==> src/design/p5g_pkg.sv <==
package p5g_pkg;

   // ---------------------------------------------------------------
   // register map (word offsets are byte addresses)
   // ---------------------------------------------------------------
   localparam logic [3:0] P5G_OFS_FUNC_SEL = 4'h0;
   localparam logic [3:0] P5G_OFS_DIR = 4'h4;
   localparam logic [3:0] P5G_OFS_OUT_DATA = 4'h8;
   localparam logic [3:0] P5G_OFS_I2C_CTRL = 4'hc;

   localparam int P5G_PIN_CNT = 8;
   localparam logic [7:0] P5G_RST_FUNC_SEL = 8'h00;
   localparam logic [7:0] P5G_RST_DIR = 8'h00;
   localparam logic [7:0] P5G_RST_OUT_DATA = 8'h00;

   // ---------------------------------------------------------------
   // field positions
   // ---------------------------------------------------------------
   localparam int P5G_BIT_OD_PIN7 = 7;
   localparam int P5G_BIT_OD_PIN6 = 6;
   localparam int P5G_BIT_WKP_PIN5 = 5;
   localparam int P5G_BIT_I2C_EN = 0;
   localparam int P5G_WKP_CNT = 6;

   // answer to an unmapped address
   localparam logic [31:0] P5G_UNMAPPED_DATA = 32'h0000_0000;

   typedef struct packed {
      logic [7:0] o;
      logic [7:0] oe;
   } p5g_pin_drv_t;

   typedef struct packed {
      logic scl_o;
      logic sda_o;
   } p5g_i2c_out_t;

   typedef enum logic [1:0] {
      P5G_IDLE,
      P5G_RESP
   } p5g_bus_state_t;

endpackage : p5g_pkg

==> src/design/p5g_pad_ctrl.sv <==
`timescale 1ns/1ps
module p5g_pad_ctrl
   import p5g_pkg::*;
(
   input wire logic [7:0] func_sel,
   input wire logic [7:0] dir,
   input wire logic [7:0] out_data,
   input wire logic i2c_enable,
   input wire p5g_i2c_out_t i2c_out,
   output p5g_pin_drv_t drv
);
   // ---------------------------------------------------------------
   // per-pin driver decision
   // ---------------------------------------------------------------
   genvar g;
   generate
      for (g = 0; g < P5G_PIN_CNT; g++)
      begin : g_pin
         if (g < P5G_WKP_CNT)
         begin : g_low
            // wakeup input keeps the driver off whatever dir holds
            assign drv.o[g] = out_data[g];
            assign drv.oe[g] = dir[g] & ~func_sel[g];
         end
         else
         begin : g_high
            logic i2c_lvl;
            logic od;
            assign i2c_lvl = (g == P5G_BIT_OD_PIN7) ? i2c_out.scl_o : i2c_out.sda_o;
            assign od = func_sel[g];
            // i2c lines only ever pull low
            assign drv.o[g] = i2c_enable ? 1'b0 : out_data[g];
            assign drv.oe[g] = i2c_enable ? ~i2c_lvl :
                               (dir[g] & ~(od & out_data[g]));
         end
      end
   endgenerate
endmodule : p5g_pad_ctrl

==> src/design/p5g_port5.sv <==
// Our own choices: the register addresses and the Avalon-MM register port.
`timescale 1ns/1ps
module p5g_port5
   import p5g_pkg::*;
(
   input wire logic mclk,
   input wire logic reset,
   input wire logic [3:0] avs_address,
   input wire logic avs_read,
   input wire logic avs_write,
   input wire logic [31:0] avs_writedata,
   input wire logic [3:0] avs_byteenable,
   output logic [31:0] avs_readdata,
   output logic avs_waitrequest,
   input wire logic [7:0] pin_i,
   output logic [7:0] pin_o,
   output logic [7:0] pin_oe,
   input wire logic i2c_scl_o,
   input wire logic i2c_sda_o,
   output logic scl_in,
   output logic sda_in,
   output logic [5:0] wakeup_in_n,
   output logic converter_trigger_in
);
   // ---------------------------------------------------------------
   // register state
   // ---------------------------------------------------------------
   logic [7:0] port5_function_select;
   logic [7:0] port5_direction;
   logic [7:0] port5_output_data;
   logic i2c_enable;
   logic [7:0] next_function_select;
   logic [7:0] next_direction;
   logic [7:0] next_output_data;
   logic next_i2c_enable;

   p5g_bus_state_t state;
   p5g_bus_state_t next_state;
   logic [31:0] next_readdata;
   logic next_waitrequest;

   logic [7:0] pin_sync;
   p5g_pin_drv_t drv;
   p5g_i2c_out_t i2c_out;
   p5g_pin_drv_t next_pins;
   logic next_scl_in;
   logic next_sda_in;
   logic [5:0] next_wakeup_in_n;
   logic next_converter_trigger_in;
   logic [7:0] rd_out_data;
   logic wr_hit;
   logic rd_hit;

   // ---------------------------------------------------------------
   // pin sampling
   // ---------------------------------------------------------------
   p5g_sync #(.WIDTH(P5G_PIN_CNT)) u_sync (
      .mclk(mclk),
      .reset(reset),
      .async_in(pin_i),
      .sync_out(pin_sync)
   );

   assign i2c_out.scl_o = i2c_scl_o;
   assign i2c_out.sda_o = i2c_sda_o;

   p5g_pad_ctrl u_pad (
      .func_sel(port5_function_select),
      .dir(port5_direction),
      .out_data(port5_output_data),
      .i2c_enable(i2c_enable),
      .i2c_out(i2c_out),
      .drv(drv)
   );

   // ---------------------------------------------------------------
   // bus slave: one wait state, answer in the second cycle
   // ---------------------------------------------------------------
   assign wr_hit = (state == P5G_RESP) && avs_write && avs_byteenable[0];
   // reads are decoded as the request is taken
   assign rd_hit = (state == P5G_IDLE) && avs_read;

   always_comb
   begin
      for (int i = 0; i < P5G_PIN_CNT; i++)
      begin
         rd_out_data[i] = port5_direction[i] ? port5_output_data[i]
                                             : pin_sync[i];
      end
   end

   always_comb
   begin
      next_state = state;
      next_waitrequest = 1'b1;
      next_readdata = avs_readdata;
      next_function_select = port5_function_select;
      next_direction = port5_direction;
      next_output_data = port5_output_data;
      next_i2c_enable = i2c_enable;
      case (state)
         P5G_IDLE:
         begin
            if (avs_read || avs_write)
            begin
               next_state = P5G_RESP;
               next_waitrequest = 1'b0;
            end
            // loaded together with waitrequest low, so the data already
            // stand at the edge where the master takes them
            if (rd_hit)
            begin
               case (avs_address)
                  P5G_OFS_FUNC_SEL: next_readdata = {24'h000000, port5_function_select};
                  // direction is write-only; reads give zero
                  P5G_OFS_DIR: next_readdata = P5G_UNMAPPED_DATA;
                  P5G_OFS_OUT_DATA: next_readdata = {24'h000000, rd_out_data};
                  P5G_OFS_I2C_CTRL: next_readdata = {31'h00000000, i2c_enable};
                  default: next_readdata = P5G_UNMAPPED_DATA;
               endcase
            end
         end
         P5G_RESP:
         begin
            next_state = P5G_IDLE;
            next_waitrequest = 1'b1;
            if (wr_hit)
            begin
               case (avs_address)
                  P5G_OFS_FUNC_SEL: next_function_select = avs_writedata[7:0];
                  P5G_OFS_DIR: next_direction = avs_writedata[7:0];
                  P5G_OFS_OUT_DATA: next_output_data = avs_writedata[7:0];
                  P5G_OFS_I2C_CTRL: next_i2c_enable = avs_writedata[P5G_BIT_I2C_EN];
                  default: next_i2c_enable = i2c_enable;
               endcase
            end
         end
         default:
         begin
            next_state = P5G_IDLE;
         end
      endcase
   end

   // ---------------------------------------------------------------
   // pin outputs, registered so every output comes from a flop
   // ---------------------------------------------------------------
   always_comb
   begin
      next_pins = drv;
      next_scl_in = pin_sync[P5G_BIT_OD_PIN7];
      next_sda_in = pin_sync[P5G_BIT_OD_PIN6];
      // wakeup lines idle high unless selected
      next_wakeup_in_n = ~port5_function_select[5:0] | pin_sync[5:0];
      next_converter_trigger_in = port5_function_select[P5G_BIT_WKP_PIN5]
                                  & ~pin_sync[P5G_BIT_WKP_PIN5];
   end

   always_ff @(posedge mclk or posedge reset)
   begin
      if (reset)
      begin
         state <= P5G_IDLE;
         avs_waitrequest <= 1'b1;
         avs_readdata <= 32'h0000_0000;
         port5_function_select <= P5G_RST_FUNC_SEL;
         port5_direction <= P5G_RST_DIR;
         port5_output_data <= P5G_RST_OUT_DATA;
         i2c_enable <= 1'b0;
         pin_o <= 8'h00;
         pin_oe <= 8'h00;
         scl_in <= 1'b1;
         sda_in <= 1'b1;
         wakeup_in_n <= 6'h3f;
         converter_trigger_in <= 1'b0;
      end
      else
      begin
         state <= next_state;
         avs_waitrequest <= next_waitrequest;
         avs_readdata <= next_readdata;
         port5_function_select <= next_function_select;
         port5_direction <= next_direction;
         port5_output_data <= next_output_data;
         i2c_enable <= next_i2c_enable;
         pin_o <= next_pins.o;
         pin_oe <= next_pins.oe;
         scl_in <= next_scl_in;
         sda_in <= next_sda_in;
         wakeup_in_n <= next_wakeup_in_n;
         converter_trigger_in <= next_converter_trigger_in;
      end
   end

   // ---------------------------------------------------------------
   // checks
   // ---------------------------------------------------------------
   property p_wakeup_no_drive;
      @(posedge mclk) disable iff (reset)
      port5_function_select[0] |=> !pin_oe[0];
   endproperty
   a_wakeup_no_drive: assert property (p_wakeup_no_drive)
      else $error("wakeup pin 0 driven");

   property p_dir_drives;
      @(posedge mclk) disable iff (reset)
      (port5_direction[1] && !port5_function_select[1]) |=> pin_oe[1];
   endproperty
   a_dir_drives: assert property (p_dir_drives)
      else $error("output pin 1 not driven");

   property p_dir_input;
      @(posedge mclk) disable iff (reset)
      !port5_direction[2] |=> !pin_oe[2];
   endproperty
   a_dir_input: assert property (p_dir_input)
      else $error("input pin 2 driven");

   property p_level;
      @(posedge mclk) disable iff (reset)
      (!i2c_enable) |=> (pin_o[3:0] == $past(port5_output_data[3:0]));
   endproperty
   a_level: assert property (p_level)
      else $error("pin level differs from output data");

   property p_open_drain_high;
      @(posedge mclk) disable iff (reset)
      (!i2c_enable && port5_function_select[7] && port5_output_data[7]) |=> !pin_oe[7];
   endproperty
   a_open_drain_high: assert property (p_open_drain_high)
      else $error("open-drain pin 7 drives high");

   property p_i2c_pull_only;
      @(posedge mclk) disable iff (reset)
      i2c_enable |=> (pin_o[7:6] == 2'b00);
   endproperty
   a_i2c_pull_only: assert property (p_i2c_pull_only)
      else $error("i2c pin drives high");

   property p_read_output;
      @(posedge mclk) disable iff (reset)
      (rd_hit && avs_address == P5G_OFS_OUT_DATA)
      |=> (((avs_readdata[7:0] ^ $past(port5_output_data))
            & $past(port5_direction)) == 8'h00);
   endproperty
   a_read_output: assert property (p_read_output)
      else $error("read of output bits wrong");

   property p_read_pins;
      @(posedge mclk) disable iff (reset)
      (rd_hit && avs_address == P5G_OFS_OUT_DATA)
      |=> (((avs_readdata[7:0] ^ $past(pin_sync))
            & ~$past(port5_direction)) == 8'h00);
   endproperty
   a_read_pins: assert property (p_read_pins)
      else $error("read of input bits wrong");

   property p_trigger;
      @(posedge mclk) disable iff (reset)
      (port5_function_select[5] && !pin_sync[5]) |=> converter_trigger_in;
   endproperty
   a_trigger: assert property (p_trigger)
      else $error("converter trigger missed");

   property p_answer;
      @(posedge mclk) disable iff (reset)
      (state == P5G_IDLE && (avs_read || avs_write)) |=> !avs_waitrequest ##1 avs_waitrequest;
   endproperty
   a_answer: assert property (p_answer)
      else $error("bus answer timing wrong");

   property p_wakeup_line;
      @(posedge mclk) disable iff (reset)
      (port5_function_select[1] && !pin_sync[1]) |=> !wakeup_in_n[1];
   endproperty
   a_wakeup_line: assert property (p_wakeup_line)
      else $error("selected wakeup pin 1 not reported");

   property p_wakeup_idle;
      @(posedge mclk) disable iff (reset)
      !port5_function_select[4] |=> wakeup_in_n[4];
   endproperty
   a_wakeup_idle: assert property (p_wakeup_idle)
      else $error("unselected wakeup pin 4 active");

   property p_trigger_idle;
      @(posedge mclk) disable iff (reset)
      !port5_function_select[P5G_BIT_WKP_PIN5] |=> !converter_trigger_in;
   endproperty
   a_trigger_idle: assert property (p_trigger_idle)
      else $error("converter trigger without selection");

   property p_i2c_scl_low;
      @(posedge mclk) disable iff (reset)
      (i2c_enable && !i2c_scl_o) |=> pin_oe[P5G_BIT_OD_PIN7];
   endproperty
   a_i2c_scl_low: assert property (p_i2c_scl_low)
      else $error("i2c clock pull missing");

   property p_i2c_sda_release;
      @(posedge mclk) disable iff (reset)
      (i2c_enable && i2c_sda_o) |=> !pin_oe[P5G_BIT_OD_PIN6];
   endproperty
   a_i2c_sda_release: assert property (p_i2c_sda_release)
      else $error("i2c data line driven while released");
endmodule : p5g_port5

==> src/design/p5g_sync.sv <==
`timescale 1ns/1ps
module p5g_sync
   import p5g_pkg::*;
#(
   parameter int WIDTH = 8
)
(
   input wire logic mclk,
   input wire logic reset,
   input wire logic [WIDTH-1:0] async_in,
   output logic [WIDTH-1:0] sync_out
);
   logic [WIDTH-1:0] stage1;
   logic [WIDTH-1:0] next_stage1;
   logic [WIDTH-1:0] next_sync_out;

   always_comb
   begin
      next_stage1 = async_in;
      next_sync_out = stage1;
   end

   always_ff @(posedge mclk or posedge reset)
   begin
      if (reset)
      begin
         stage1 <= '0;
         sync_out <= '0;
      end
      else
      begin
         stage1 <= next_stage1;
         sync_out <= next_sync_out;
      end
   end
endmodule : p5g_sync

==> config.mk <==
export PLATFORM = sky130hd
export DESIGN_NAME = p5g_port5
export DESIGN_NICKNAME = d
export VERILOG_FILES = /design/src/design/p5g_pkg.sv /design/src/design/p5g_pad_ctrl.sv /design/src/design/p5g_port5.sv /design/src/design/p5g_sync.sv
export SDC_FILE = /design/constraint.sdc
export NUM_CORES = 1
export LEC_CHECK = 0
export BUFFER_PORTS_ARGS = -buffer_cell sky130_fd_sc_hd__buf_2
export CAP_MARGIN = 20
export CORE_MARGIN = 4
export CORE_UTILIZATION = 45
export CTS_BUF_LIST = sky130_fd_sc_hd__clkbuf_4
export DETAILED_ROUTE_END_ITERATION = 7
export PLACE_DENSITY = 0.84
export SYNTH_ARGS = -nofsm -noshare
export SYNTH_HDL_FRONTEND = slang
export SYNTH_SLANG_ARGS = --single-unit
==> constraint.sdc <==
create_clock -name mclk -period 2 [get_ports mclk]
set_clock_uncertainty 0.05 [all_clocks]
set_input_delay 0.2 -clock mclk [delete_from_list [all_inputs] [get_ports mclk]]
set_output_delay 0.2 -clock mclk [all_outputs]
set_load 0.1 [all_outputs]
Word level (Yosys, flattened, before mapping)
Cells that the tools add are included.
{"block": "op_classes", "n_bitwise": 24, "muxes": 17, "eq_ne": 5, "reduce_logical": 11}
{"cell": "8-bit one-hot mux with 3 select lines", "count": 1}
{"cell": "1-bit 2-to-1 mux", "count": 14}
{"cell": "3-bit AND reduction", "count": 4}
{"cell": "1-bit AND", "count": 11}
{"cell": "1-bit NOT", "count": 11}
{"cell": "4-bit == test, second input constant", "count": 2}
{"cell": "6-bit NOT", "count": 1}
{"cell": "6-bit OR", "count": 1}
{"cell": "4-bit by 3-bit == test with 1-bit output, second input constant", "count": 1}
{"cell": "4-bit zero test", "count": 1}
{"cell": "2-bit 2-to-1 mux", "count": 2}
{"cell": "1-bit logical AND", "count": 3}
{"cell": "2-bit by 1-bit == test with 1-bit output, second input constant", "count": 1}
{"cell": "2-bit zero test", "count": 1}
{"cell": "2-bit by 1-bit inequality test with 1-bit output, second input constant", "count": 1}
{"cell": "2-bit AND reduction", "count": 1}
{"cell": "1-bit logical OR", "count": 1}
{"block": "totals", "ff_bits": 101, "word_cells": 72}

Longest topological paths before layout
Gate-level depths: netlist (run 1).
{"block": "depth", "word_depth": 4, "ltp_mapped": 5}

Cells and area by module
A second synthesis (run 1) with hierarchy kept.
{"block": "unflattened", "cells_unflattened": 204, "hier_area_um2": 2947.8}
{"mod": "p5g_port5", "n_inst": 1, "cells_each": 169, "area_each_um2": 2408.6, "seq_area_each_um2": 1512.7}
{"mod": "p5g_sync", "n_inst": 1, "cells_each": 17, "area_each_um2": 404.1, "seq_area_each_um2": 400.4}
{"mod": "p5g_pad_ctrl", "n_inst": 1, "cells_each": 18, "area_each_um2": 135.1, "seq_area_each_um2": 0.0}

Worst setup path before layout (run 1)
OpenSTA, ideal clock, no wires.
{"block": "synth_path", "path_type": "register to register", "start": "register state[0]", "end": "register avs_readdata[0]", "n_path_buf": 2, "synth_period_minus_slack_ps": 1467, "arrival_time_ps": 1342, "path_slack_ps": 533, "stages_incl_launch_ff": 6, "t_required_ps": 1874, "path_cell_list": "dfrtp_1 -> nand2b_1 -> clkbuf_1 -> or4_1 -> buf_6 -> o21ai_2"}
{"block": "synth_via", "elab_chain_len": 3}
{"item": "start: declaration", "line": "p5g_port5.sv:37", "source": "p5g_bus_state_t state;"}
{"item": "start signal: assignment", "line": "p5g_port5.sv:179", "source": "state <= next_state;"}
{"item": "2-bit zero test *", "line": "p5g_port5.sv:81, p5g_port5.sv:101"}
{"item": "1-bit logical AND", "line": "p5g_port5.sv:81", "source": "assign rd_hit = (state == P5G_IDLE) && avs_read;"}
{"item": "2-bit AND reduction (no source line) *"}
{"item": "end signal: assignment", "line": "p5g_port5.sv:181", "source": "avs_readdata <= next_readdata;"}
{"item": "end: declaration", "line": "p5g_port5.sv:13", "source": "output logic [31:0] avs_readdata,"}
Every way passes the cells marked *; elsewhere a longest branch is shown, timed or not.
A chain may end at the register's enable or synchronous reset.

Final worst setup path (run 1)
{"block": "layout_path", "start": "register scl_in", "end": "output scl_in"}
{"item": "start: declaration", "line": "p5g_port5.sv:20", "source": "output logic scl_in,"}
{"item": "start signal: assignment", "line": "p5g_port5.sv:188", "source": "scl_in <= next_scl_in;"}
No word-level cell between the ends.

==> run summary, run 1 <==
Die area: 0.007787 mm2
Top delay family on crit path: flip-flops
Resize count post-CTS: 0
Max VDD drop: 0.5755 mV
Setup violations, final: 0
Max cap viols: 0
Logic pwr share: 25.6%
Yosys Warn Count: 0
Startpoint Class: flop
Ranking of synthesized cells by area: dfrtp_1 (58%), mux2_2 (13%), dfstp_2 (8.2%), buf_4 (6.2%), o21ai_2 (2.4%)
Final HPWL DP: 3.577 mm
Worst-path clk slew: 120 ps
Fin. max-slew vios: 0
Largest net degree at the start of global routing: 77
Crit path DAT: 1370 ps
Core area: 0.006096 mm2
FF-to-FF setup slack: 390 ps
Initial antenna violation count: 0
Crit Path Max Fanout: 1
Global Route Usage Sum: 14.62%
Drt pass-1 iters: 4
Final period utilization: 80.98%
Core Rows: 28
Final Critical Period: 1620 ps
Critical path cell sequence: buf_2
Synth unique cells: 24
Slew headroom: 65.02%
Hold_ws: 38.18 ps
First DRT Iteration DRCs: 36
Worst r2r dst: port5_output_data[2]$_DFFE_PP0P_
Syn-to-layout area delta: 24.65%
Placed instance area: 0.003229 mm2
Share of cells above drive strength 1: 46.60%
CTS max path bufs: 2
Antenna Cells: 0
Vias: 1685
Power per cell area: 1086 mW/mm2
Hold path cells: 3
Clk_lat worst skew: 410 ps
Switching power: 1.373 mW
Highest Clock Rate: 617.4 MHz
Setup TNS: 0 ps
Port bufs: 60
Vias in the first global route: 1761
Detailed-route DRC error count: 0
GP Congestion: 0.7085
Initial Utilization: 47.54%
Average cell area after synthesis: 14.71 um2
Mapped Cells: 197
Inserted Clock Buffers: 9
Flops & latches, synth: 76
CTS tree: yes
Reg power frac: 45.2%
Clk root buf: clkbuf_4
Final Hold Vio Count: 0
Kind of end point of the critical path: output pin
Synth area leader: dfrtp_1
Path depth of the worst reg2reg path: 3
Leakage: 1.813 nW
Outcome: completed
Critical-path top delay cell: dfstp_2
Sequential cell area fraction in the yosys report: 66.02%
Htree depth: 3
Clk sinks: 76
Hold Crit Endpoint: state[0]$_DFFE_PP0P_
DRT antenna net count: 0
Setup Buffers After CTS: 0
Die W: 88.25 um
CP max stage delay: 540 ps
Startpoint of the worst register-to-register path: state[0]$_DFFE_PP0P_
Synth top area share: 57.86%
Slew @ Worst Pin: 524.7 ps
Total grt overflow: 0
Post-Route Utilization: 59.26%
Clock Power Share: 29.2%
Hold buffers post-CTS: 20
Routed len/inst: 14.05 um
Hold wc startpoint: avs_write
Net Sw Frac: 34.98%
Unrepaired setup endpoints after global routing: false
Buffers & Inverters on Critical Path: 1
I/O pin count: 112
Post-layout nets: 343
Cell Area, Synth: 0.002898 mm2
Critical Path RT: 1750 ps
Worst hold path type: input pin to flop
Vias per Instance: 4.566
First-pass GRT wire length: 8.383 mm
Cell area after layout: 0.003612 mm2
WS Path Type: flop to output pin
Cell Int Power: 2.551 mW
Die Y: 88.25 um
Routed wire length: 5.183 mm
## per-layer routing
metal / GRT usage [%] / routed length, um / vias to the layer above
met5: 0 / 0 / -
met3: 4.749 / 351 / 9
met4: 7.143 / 125 / 0
met1: 17.45 / 2087 / 815
li1: - / - / 807
met2: 23.93 / 2619 / 54
## Yosys cell counts
| library cell | instances |
|---|---|
| and4bb_2 | 1 |
| nand4_1 | 1 |
| conb_1 | 1 |
| or4_1 | 1 |
| mux2i_1 | 2 |
| dfstp_2 | 9 |
| nor4_2 | 1 |
| and3_1 | 1 |
| o21ai_2 | 8 |
| buf_4 | 24 |
| nand4b_2 | 1 |
| mux2_2 | 33 |
| a221oi_1 | 1 |
| nor2b_1 | 9 |
| clkbuf_1 | 1 |
| nand3_2 | 2 |
| inv_1 | 3 |
| dfrtp_1 | 67 |
| nand2_1 | 12 |
| nor4b_2 | 1 |
| nand2b_1 | 7 |
| a22oi_1 | 7 |
| buf_6 | 1 |
| nor2_1 | 3 |
## cells by family after synthesis
family	Yosys count	share of synthesized area, %
compound gates	16	4.534
buf+inv	29	7.124
flops	76	66.02
mux	35	13.51
other cells	1	0.1294
simple gates	40	8.678
## cell usage in the layout (no fill, tap or decap), types with 8 or more instances in the layout
cell type,netlist,layout
dfrtp_1,67,67
mux2_2,33,33
buf_2,0,60
nand2_1,12,12
nor2b_1,9,9
dlygate4sd3_1,0,20
conb_1,1,24
clkbuf_4,0,11
o21ai_2,8,8
dfstp_2,9,9
## per-stage QoR
step | total power, mW | setup slack, ps | std cells
6_report | 3.924 | 380.3 | 369
5_1_grt | 4.107 | 294.4 | 369
4_1_cts | 3.968 | 352.9 | 369
3_5_place_dp | 2.785 | 343.5 | 333
3_3_place_gp | 2.768 | 365.4 | 333
2_1_floorplan | 2.663 | 532.9 | 220
## worst max path at each step
stage,slack [ps],from,cells past startpoint,endpoint
4_1_cts,350,wakeup_in_n[3]$_DFF_PP1_,1,wakeup_in_n[3]
5_1_grt,290,state[0]$_DFFE_PP0P_,3,avs_readdata[0]$_DFFE_PP0P_
6_report,380,scl_in$_DFF_PP1_,1,scl_in
3_5_place_dp,340,avs_address[0],4,port5_output_data[7]$_DFFE_PP0P_
2_1_floorplan,530,state[0]$_DFFE_PP0P_,5,avs_readdata[0]$_DFFE_PP0P_
3_3_place_gp,370,avs_address[0],4,port5_output_data[6]$_DFFE_PP0P_
## layout make-up
| cell class | instances | area, um2 |
|---|---|---|
| Clock buffer | 11 | 82.58 |
| Tap cell | 75 | 93.84 |
| Timing Repair Buffer | 84 | 543.0 |
| Inverter | 3 | 15.01 |
| Sequential cell | 76 | 1913 |
| Multi-Input combinational cell | 115 | 864.6 |
| Fill cell | 505 | 2484 |
| Clock inverter | 5 | 100.1 |
## power groups by stage
stage / Clock, mW / Sequential [mW] / Combinational, mW
after global placement: 0 / 1.80 / 0.969
after global routing: 1.27 / 1.79 / 1.05
after floorplan: 0 / 2.26 / 0.398
after CTS: 1.18 / 1.78 / 1.01
final: 1.15 / 1.77 / 1.00
after detailed placement: 0 / 1.81 / 0.979
## sequential cells by signal, indices dropped and copies added, names as in the netlist, 6 cells and up
name / cells
avs_readdata: 8
pin_o: 8
pin_oe: 8
port5_direction: 8
port5_function_select: 8
port5_output_data: 8
u_sync.next_sync_out: 8
u_sync.sync_out: 8
wakeup_in_n: 6
Power figures use the tool's default switching activity.
==> inputs of run 2 (changes only) <==
--- a/config.mk
+++ b/config.mk
@@ -8,10 +8,10 @@
 export BUFFER_PORTS_ARGS = -buffer_cell sky130_fd_sc_hd__buf_2
 export CAP_MARGIN = 20
 export CORE_MARGIN = 4
-export CORE_UTILIZATION = 45
+export CORE_UTILIZATION = 50
 export CTS_BUF_LIST = sky130_fd_sc_hd__clkbuf_4
 export DETAILED_ROUTE_END_ITERATION = 7
-export PLACE_DENSITY = 0.84
+export PLACE_DENSITY = 0.89
 export SYNTH_ARGS = -nofsm -noshare
 export SYNTH_HDL_FRONTEND = slang
 export SYNTH_SLANG_ARGS = --single-unit
==> constraint.sdc (replaced) <==
create_clock -name mclk -period 1.5 [get_ports mclk]
set_clock_uncertainty 0.05 [all_clocks]
set_input_delay 0.15 -clock mclk [delete_from_list [all_inputs] [get_ports mclk]]
set_output_delay 0.15 -clock mclk [all_outputs]
set_load 0.1 [all_outputs]
==> run summary, run 2 (synthesized netlist as in run 1, its figures left out) <==
Outcome: completed
Vias: 1757 (+4.3%)
Max VDD drop: 0.8883 mV (+54%)
First DRT Iteration DRCs: 70 (+94%)
Filler cells: 410 (-19%)
Startpoint Class: flop
Logic pwr share: 28.4% (+2.8 points)
Final HPWL DP: 3.573 mm (-0.11%)
Setup violations, final: 0 (unchanged)
Worst hold path type: input pin to flop
Reg power frac: 49.5% (+4.3 points)
FF+latch area: 0.001913 mm2 (unchanged)
Fin. max-slew vios: 0 (unchanged)
Final period utilization: 96.42%
Footprint of the multi-input gates: 892.1 um2 (+3.2%)
Power per cell area: 1318 mW/mm2 (+21%)
Worst-path clk slew: 110 ps (about the same)
Vias in the first global route: 1836 (+4.3%)
Hold_ws: 100.4 ps (+62.22 ps)
Critical Path RT: 1740 ps (about the same)
Core Rows: 27 (-3.6%)
Kind of end point of the critical path: flop
Drt pass-1 iters: 4 (unchanged)
Highest Clock Rate: 691.4 MHz
Worst r2r dst: port5_output_data[3]$_DFFE_PP0P_
Antenna Cells: 0 (unchanged)
Commonest non-fill, non-tap cell in the layout: dfrtp_1
Hold Crit Endpoint: i2c_enable$_DFFE_PP0P_
Routed len/inst: 14.56 um (+3.6%)
Detailed-route DRC error count: 0 (unchanged)
Clk sinks: 76 (unchanged)
Total grt overflow: 0 (unchanged)
Inserted Clock Buffers: 9 (unchanged)
Clk root buf: clkbuf_4
Routed wire length: 5.415 mm (+4.5%)
Htree depth: 3 (unchanged)
Path depth of the worst reg2reg path: 3 (unchanged)
Die area: 0.007078 mm2 (-9.1%)
CTS max path bufs: 2 (unchanged)
Port bufs: 60 (unchanged)
Clock Power Share: 22.1% (-7.1 points)
Clk_lat worst skew: 410 ps (about the same)
Max cap viols: 0 (unchanged)
Share of cells above drive strength 1: 47.00% (+0.40 points)
Net Sw Frac: 38.48% (+3.5 points)
First-pass GRT wire length: 8.818 mm (+5.2%)
Startpoint of the worst register-to-register path: state[0]$_DFFE_PP0P_
Die Y: 84.13 um (-4.7%)
Crit Path Max Fanout: 8 (+7)
Global Route Usage Sum: 16.31% (+1.7 points)
Crit path DAT: 1690 ps (+320 ps)
Core area: 0.005574 mm2 (-8.6%)
CTS tree: yes
WS Path Type: flop to flop
Die W: 84.13 um (-4.7%)
Most frequent cells in the layout: dfrtp_1 (67), buf_2 (50), mux2_2 (33)
Initial Utilization: 51.99% (+4.4 points)
Final Critical Period: 1446 ps
Hold path cells: 3 (unchanged)
FF-to-FF setup slack: 50 ps (-340 ps)
Post-Route Utilization: 65.32% (+6.1 points)
Largest net degree at the start of global routing: 77 (unchanged)
I/O pin count: 112 (unchanged)
Hold wc startpoint: avs_address[2]
Syn-to-layout area delta: 25.65%
Cell Int Power: 2.953 mW (+16%)
DRT antenna net count: 0 (unchanged)
GP Congestion: 0.7618 (+7.5%)
Switching power: 1.847 mW (+35%)
Leakage: 1.837 nW (+1.4%)
Post-layout nets: 349 (+1.7%)
Final Hold Vio Count: 0 (unchanged)
Initial antenna violation count: 0 (unchanged)
Vias per Instance: 4.723 (+3.4%)
## run 2: cell types whose count changed in the layout (fill, tap and decap cells not counted), moves of 2 or more
cell	previous run	this run
clkbuf_4	11	14
nand3_2	2	0
nand3_4	0	2
buf_2	60	50
bufinv_16	3	0
buf_4	3	16
## run 2: metrics by stage
step	setup TNS, ps	power, mW	instance area [um2]	setup WS (ps)	std cells
after global placement	-567.7	3.696	3263	-72.40	335
after detailed placement	-623.6	3.724	3263	-86.92	335
after global routing	-35.41	5.007	3641	-13.21	372
after CTS	-13.58	4.820	3623	-11.86	372
after floorplan	0	3.550	2988	32.90	220
final	0	4.799	3641	53.76	372
## run 2: final cells by class
type / count / share of cell area (%)
sequential: 76 / 52.54
multi-input combinational: 115 / 24.50
timing repair buffer: 90 / 17.01
clock buffer: 13 / 2.680
tap: 72 / 2.474
inverter: 3 / 0.4124
clock inverter: 3 / 0.3780
## run 2: critical path: stages (launching register included)
cell,delay (ps)
dfrtp_1,380
and4bb_4,310
nand4b_4,250
mux2_2,340
## run 2: power by group through the flow
stage	clock, mW	combinational [mW]	sequential (mW)
floorplan	0	0.530	3.02
global placement	0	1.30	2.40
detailed placement	0	1.31	2.41
CTS	1.08	1.37	2.37
global route	1.18	1.42	2.40
finish	1.06	1.37	2.37
## run 2: how the worst max path moves through the flow
stage / start / to / slack (ps)
CTS: state[0]$_DFFE_PP0P_ / port5_function_select[7]$_DFFE_PP0P_ / -10
floorplan: state[0]$_DFFE_PP0P_ / avs_readdata[0]$_DFFE_PP0P_ / 30
finish: state[0]$_DFFE_PP0P_ / port5_output_data[3]$_DFFE_PP0P_ / 50
global placement: state[0]$_DFFE_PP0P_ / port5_output_data[4]$_DFFE_PP0P_ / -70
global route: state[0]$_DFFE_PP0P_ / port5_output_data[3]$_DFFE_PP0P_ / -10
detailed placement: state[0]$_DFFE_PP0P_ / port5_output_data[7]$_DFFE_PP0P_ / -90
## run 2: routing by layer
layer | GRT usage [%] | wire length [um] | up-vias
li1 | - | - | 820
met1 | 20.60 | 2247 | 862
met2 | 25.68 | 2690 | 65
met3 | 5.888 | 408 | 10
met4 | 6.579 | 69 | 0
met5 | 0 | 0 | -
## run 2: what timing repair did
action,in CTS,in global routing
setup buffers,0,0
pin swaps,0,0
gates resized for setup,11,4
hold endpoints to repair,104,0
hold buffers,21,0
setup endpoints to repair,17,17
==> inputs of run 3 (changes only) <==
--- a/config.mk
+++ b/config.mk
@@ -12,6 +12,7 @@
 export CTS_BUF_LIST = sky130_fd_sc_hd__clkbuf_4
 export DETAILED_ROUTE_END_ITERATION = 7
 export PLACE_DENSITY = 0.89
+export RECOVER_POWER = 25
 export SYNTH_ARGS = -nofsm -noshare
 export SYNTH_HDL_FRONTEND = slang
 export SYNTH_SLANG_ARGS = --single-unit
==> run summary, run 3 (synthesized netlist as in run 1, its figures left out) <==
Critical Path RT: 1740 ps (about the same)
Reg power frac: 49.6% (about the same)
Die W: 84.13 um (unchanged)
Clk root buf: clkbuf_4
Largest net degree at the start of global routing: 77 (unchanged)
Clock Power Share: 22.0% (about the same)
Vias per Instance: 4.747 (+0.51%)
First-pass GRT wire length: 8.818 mm (unchanged)
FF+latch area: 0.001913 mm2 (unchanged)
WS Path Type: flop to flop
Hold wc startpoint: avs_address[2]
Filler cells: 413 (+0.73%)
Pre-CTS setup slack: -86.92 ps (unchanged)
Die Y: 84.13 um (unchanged)
Global Route Usage Sum: 16.31% (unchanged)
I/O pin count: 112 (unchanged)
Clk sinks: 76 (unchanged)
Most frequent cells in the layout: dfrtp_1 (67), buf_2 (48), mux2_2 (33)
Crit Path Max Fanout: 8 (unchanged)
Crit path DAT: 1680 ps (about the same)
Final period utilization: 95.92% (-0.50 points)
Max cap viols: 0 (unchanged)
Antenna Cells: 0 (unchanged)
First DRT Iteration DRCs: 92 (+31%)
Leakage: 1.827 nW (-0.56%)
Net Sw Frac: 38.42% (-0.054 points)
Hold Crit Endpoint: i2c_enable$_DFFE_PP0P_
Cell area after layout: 0.003626 mm2 (-0.41%)
Logic pwr share: 28.4% (about the same)
Core area: 0.005574 mm2 (unchanged)
Inserted Clock Buffers: 9 (unchanged)
Fin. max-slew vios: 0 (unchanged)
Post-Route M1 WL: 2.192 mm (-2.4%)
Max VDD drop: 0.8879 mV (about the same)
Power per cell area: 1320 mW/mm2 (+0.17%)
Vias: 1766 (+0.51%)
DR WL met3: 401 um (-1.7%)
Initial antenna violation count: 0 (unchanged)
Crit path from: state[0]$_DFFE_PP0P_
Final HPWL DP: 3.573 mm (unchanged)
Path depth of the worst reg2reg path: 3 (unchanged)
Critical path cell sequence: and4bb_4 -> nand4b_4 -> mux2_2
Syn-to-layout area delta: 25.13%
GP Congestion: 0.7618 (unchanged)
Hold_ws: 113.0 ps (+12.62 ps)
Switching power: 1.840 mW (-0.38%)
Die area: 0.007078 mm2 (unchanged)
Final Hold Vio Count: 0 (unchanged)
Routed wire length: 5.371 mm (-0.81%)
Port bufs: 60 (unchanged)
Drt pass-1 iters: 4 (unchanged)
Outcome: completed
Startpoint of the worst register-to-register path: state[0]$_DFFE_PP0P_
CTS tree: yes
Placed instance area: 0.003263 mm2 (unchanged)
Critical-path top delay cell: dfrtp_1
CP max stage delay: 380 ps (about the same)
Startpoint Class: flop
CTS max path bufs: 2 (unchanged)
PnR worst setup slack: 61.24 ps (+7.482 ps)
Commonest non-fill, non-tap cell in the layout: dfrtp_1
Post-layout nets: 349 (unchanged)
Worst-path clk slew: 110 ps (about the same)
DRT antenna net count: 0 (unchanged)
Highest Clock Rate: 695.0 MHz (+0.52%)
Cell Int Power: 2.948 mW (-0.16%)
Core Rows: 27 (unchanged)
Total grt overflow: 0 (unchanged)
Met2 Wirelength: 2.691 mm (about the same)
FF-to-FF setup slack: 60 ps (about the same)
Footprint of the multi-input gates: 892.1 um2 (unchanged)
Vias in the first global route: 1836 (unchanged)
Initial Utilization: 51.99% (unchanged)
Share of cells above drive strength 1: 46.33% (-0.67 points)
Worst hold path type: input pin to flop
Worst r2r dst: port5_output_data[0]$_DFFE_PP0P_
Htree depth: 3 (unchanged)
Setup Buffers After CTS: 0 (unchanged)
Clk_lat worst skew: 400 ps (about the same)
Slew @ Worst Pin: 958.4 ps
Hold path cells: 3 (unchanged)
DR top layer: met4
Routed len/inst: 14.44 um (-0.81%)
Final Critical Period: 1439 ps (-7.482 ps)
Setup violations, final: 0 (unchanged)
Detailed-route DRC error count: 0 (unchanged)
Kind of end point of the critical path: flop
Slew headroom: 36.11%
==> run 3: through the flow <==
| stage | cells | util [%] | setup TNS, ps | power (mW) |
|---|---|---|---|---|
| floorplan | 220 | - | 0 | 3.550 |
| CTS | 372 | 65.01 | -13.58 | 4.820 |
| detailed placement | 335 | 58.54 | -623.6 | 3.724 |
| global route | 372 | 65.05 | -35.41 | 5.001 |
| finish | 372 | 65.05 | 0 | 4.788 |
| global placement | 335 | 58.54 | -567.7 | 3.696 |
==> run 3: per-layer routing <==
metal | up-vias | global-route usage (%)
met5 | - | 0
met4 | 0 | 6.579
met3 | 7 | 5.888
met2 | 69 | 25.68
met1 | 871 | 20.60
li1 | 819 | -
==> run 3: timing repair <==
item / CTS / global route
gates cloned: 0 / 0
hold buffers: 21 / 0
endpoints found under the setup margin: 17 / 17
hold endpoints to repair: 104 / 0
resized for setup: 11 / 4
==> run 3: layout make-up <==
class / instances / area share (%)
Timing Repair Buffer: 90 / 16.67
Sequential cell: 76 / 52.76
Inverter: 3 / 0.4141
Multi-Input combinational cell: 115 / 24.60
Tap cell: 72 / 2.484
Clock inverter: 3 / 0.3796
Clock buffer: 13 / 2.692
==> run 3: worst max path at each step <==
stage,cells after the start,endpoint,slack [ps]
after floorplan,5,avs_readdata[0]$_DFFE_PP0P_,30
after global placement,3,port5_output_data[4]$_DFFE_PP0P_,-70
after detailed placement,3,port5_output_data[7]$_DFFE_PP0P_,-90
after CTS,3,port5_function_select[7]$_DFFE_PP0P_,-10
after global routing,3,port5_output_data[3]$_DFFE_PP0P_,-10
final,3,port5_output_data[0]$_DFFE_PP0P_,60
==> run 3: critical path: cells and delay by family, from the launching register on <==
family,cells,cell delay (ps)
flops,1,380
simple gates,2,560
mux,1,340
==> run 3: power groups by stage <==
| stage | logic, mW | registers, mW | clock network, mW |
|---|---|---|---|
| 2_1_floorplan | 0.530 | 3.02 | 0 |
| 3_3_place_gp | 1.30 | 2.40 | 0 |
| 3_5_place_dp | 1.31 | 2.41 | 0 |
| 4_1_cts | 1.37 | 2.37 | 1.08 |
| 5_1_grt | 1.41 | 2.40 | 1.18 |
| 6_report | 1.36 | 2.37 | 1.05 |
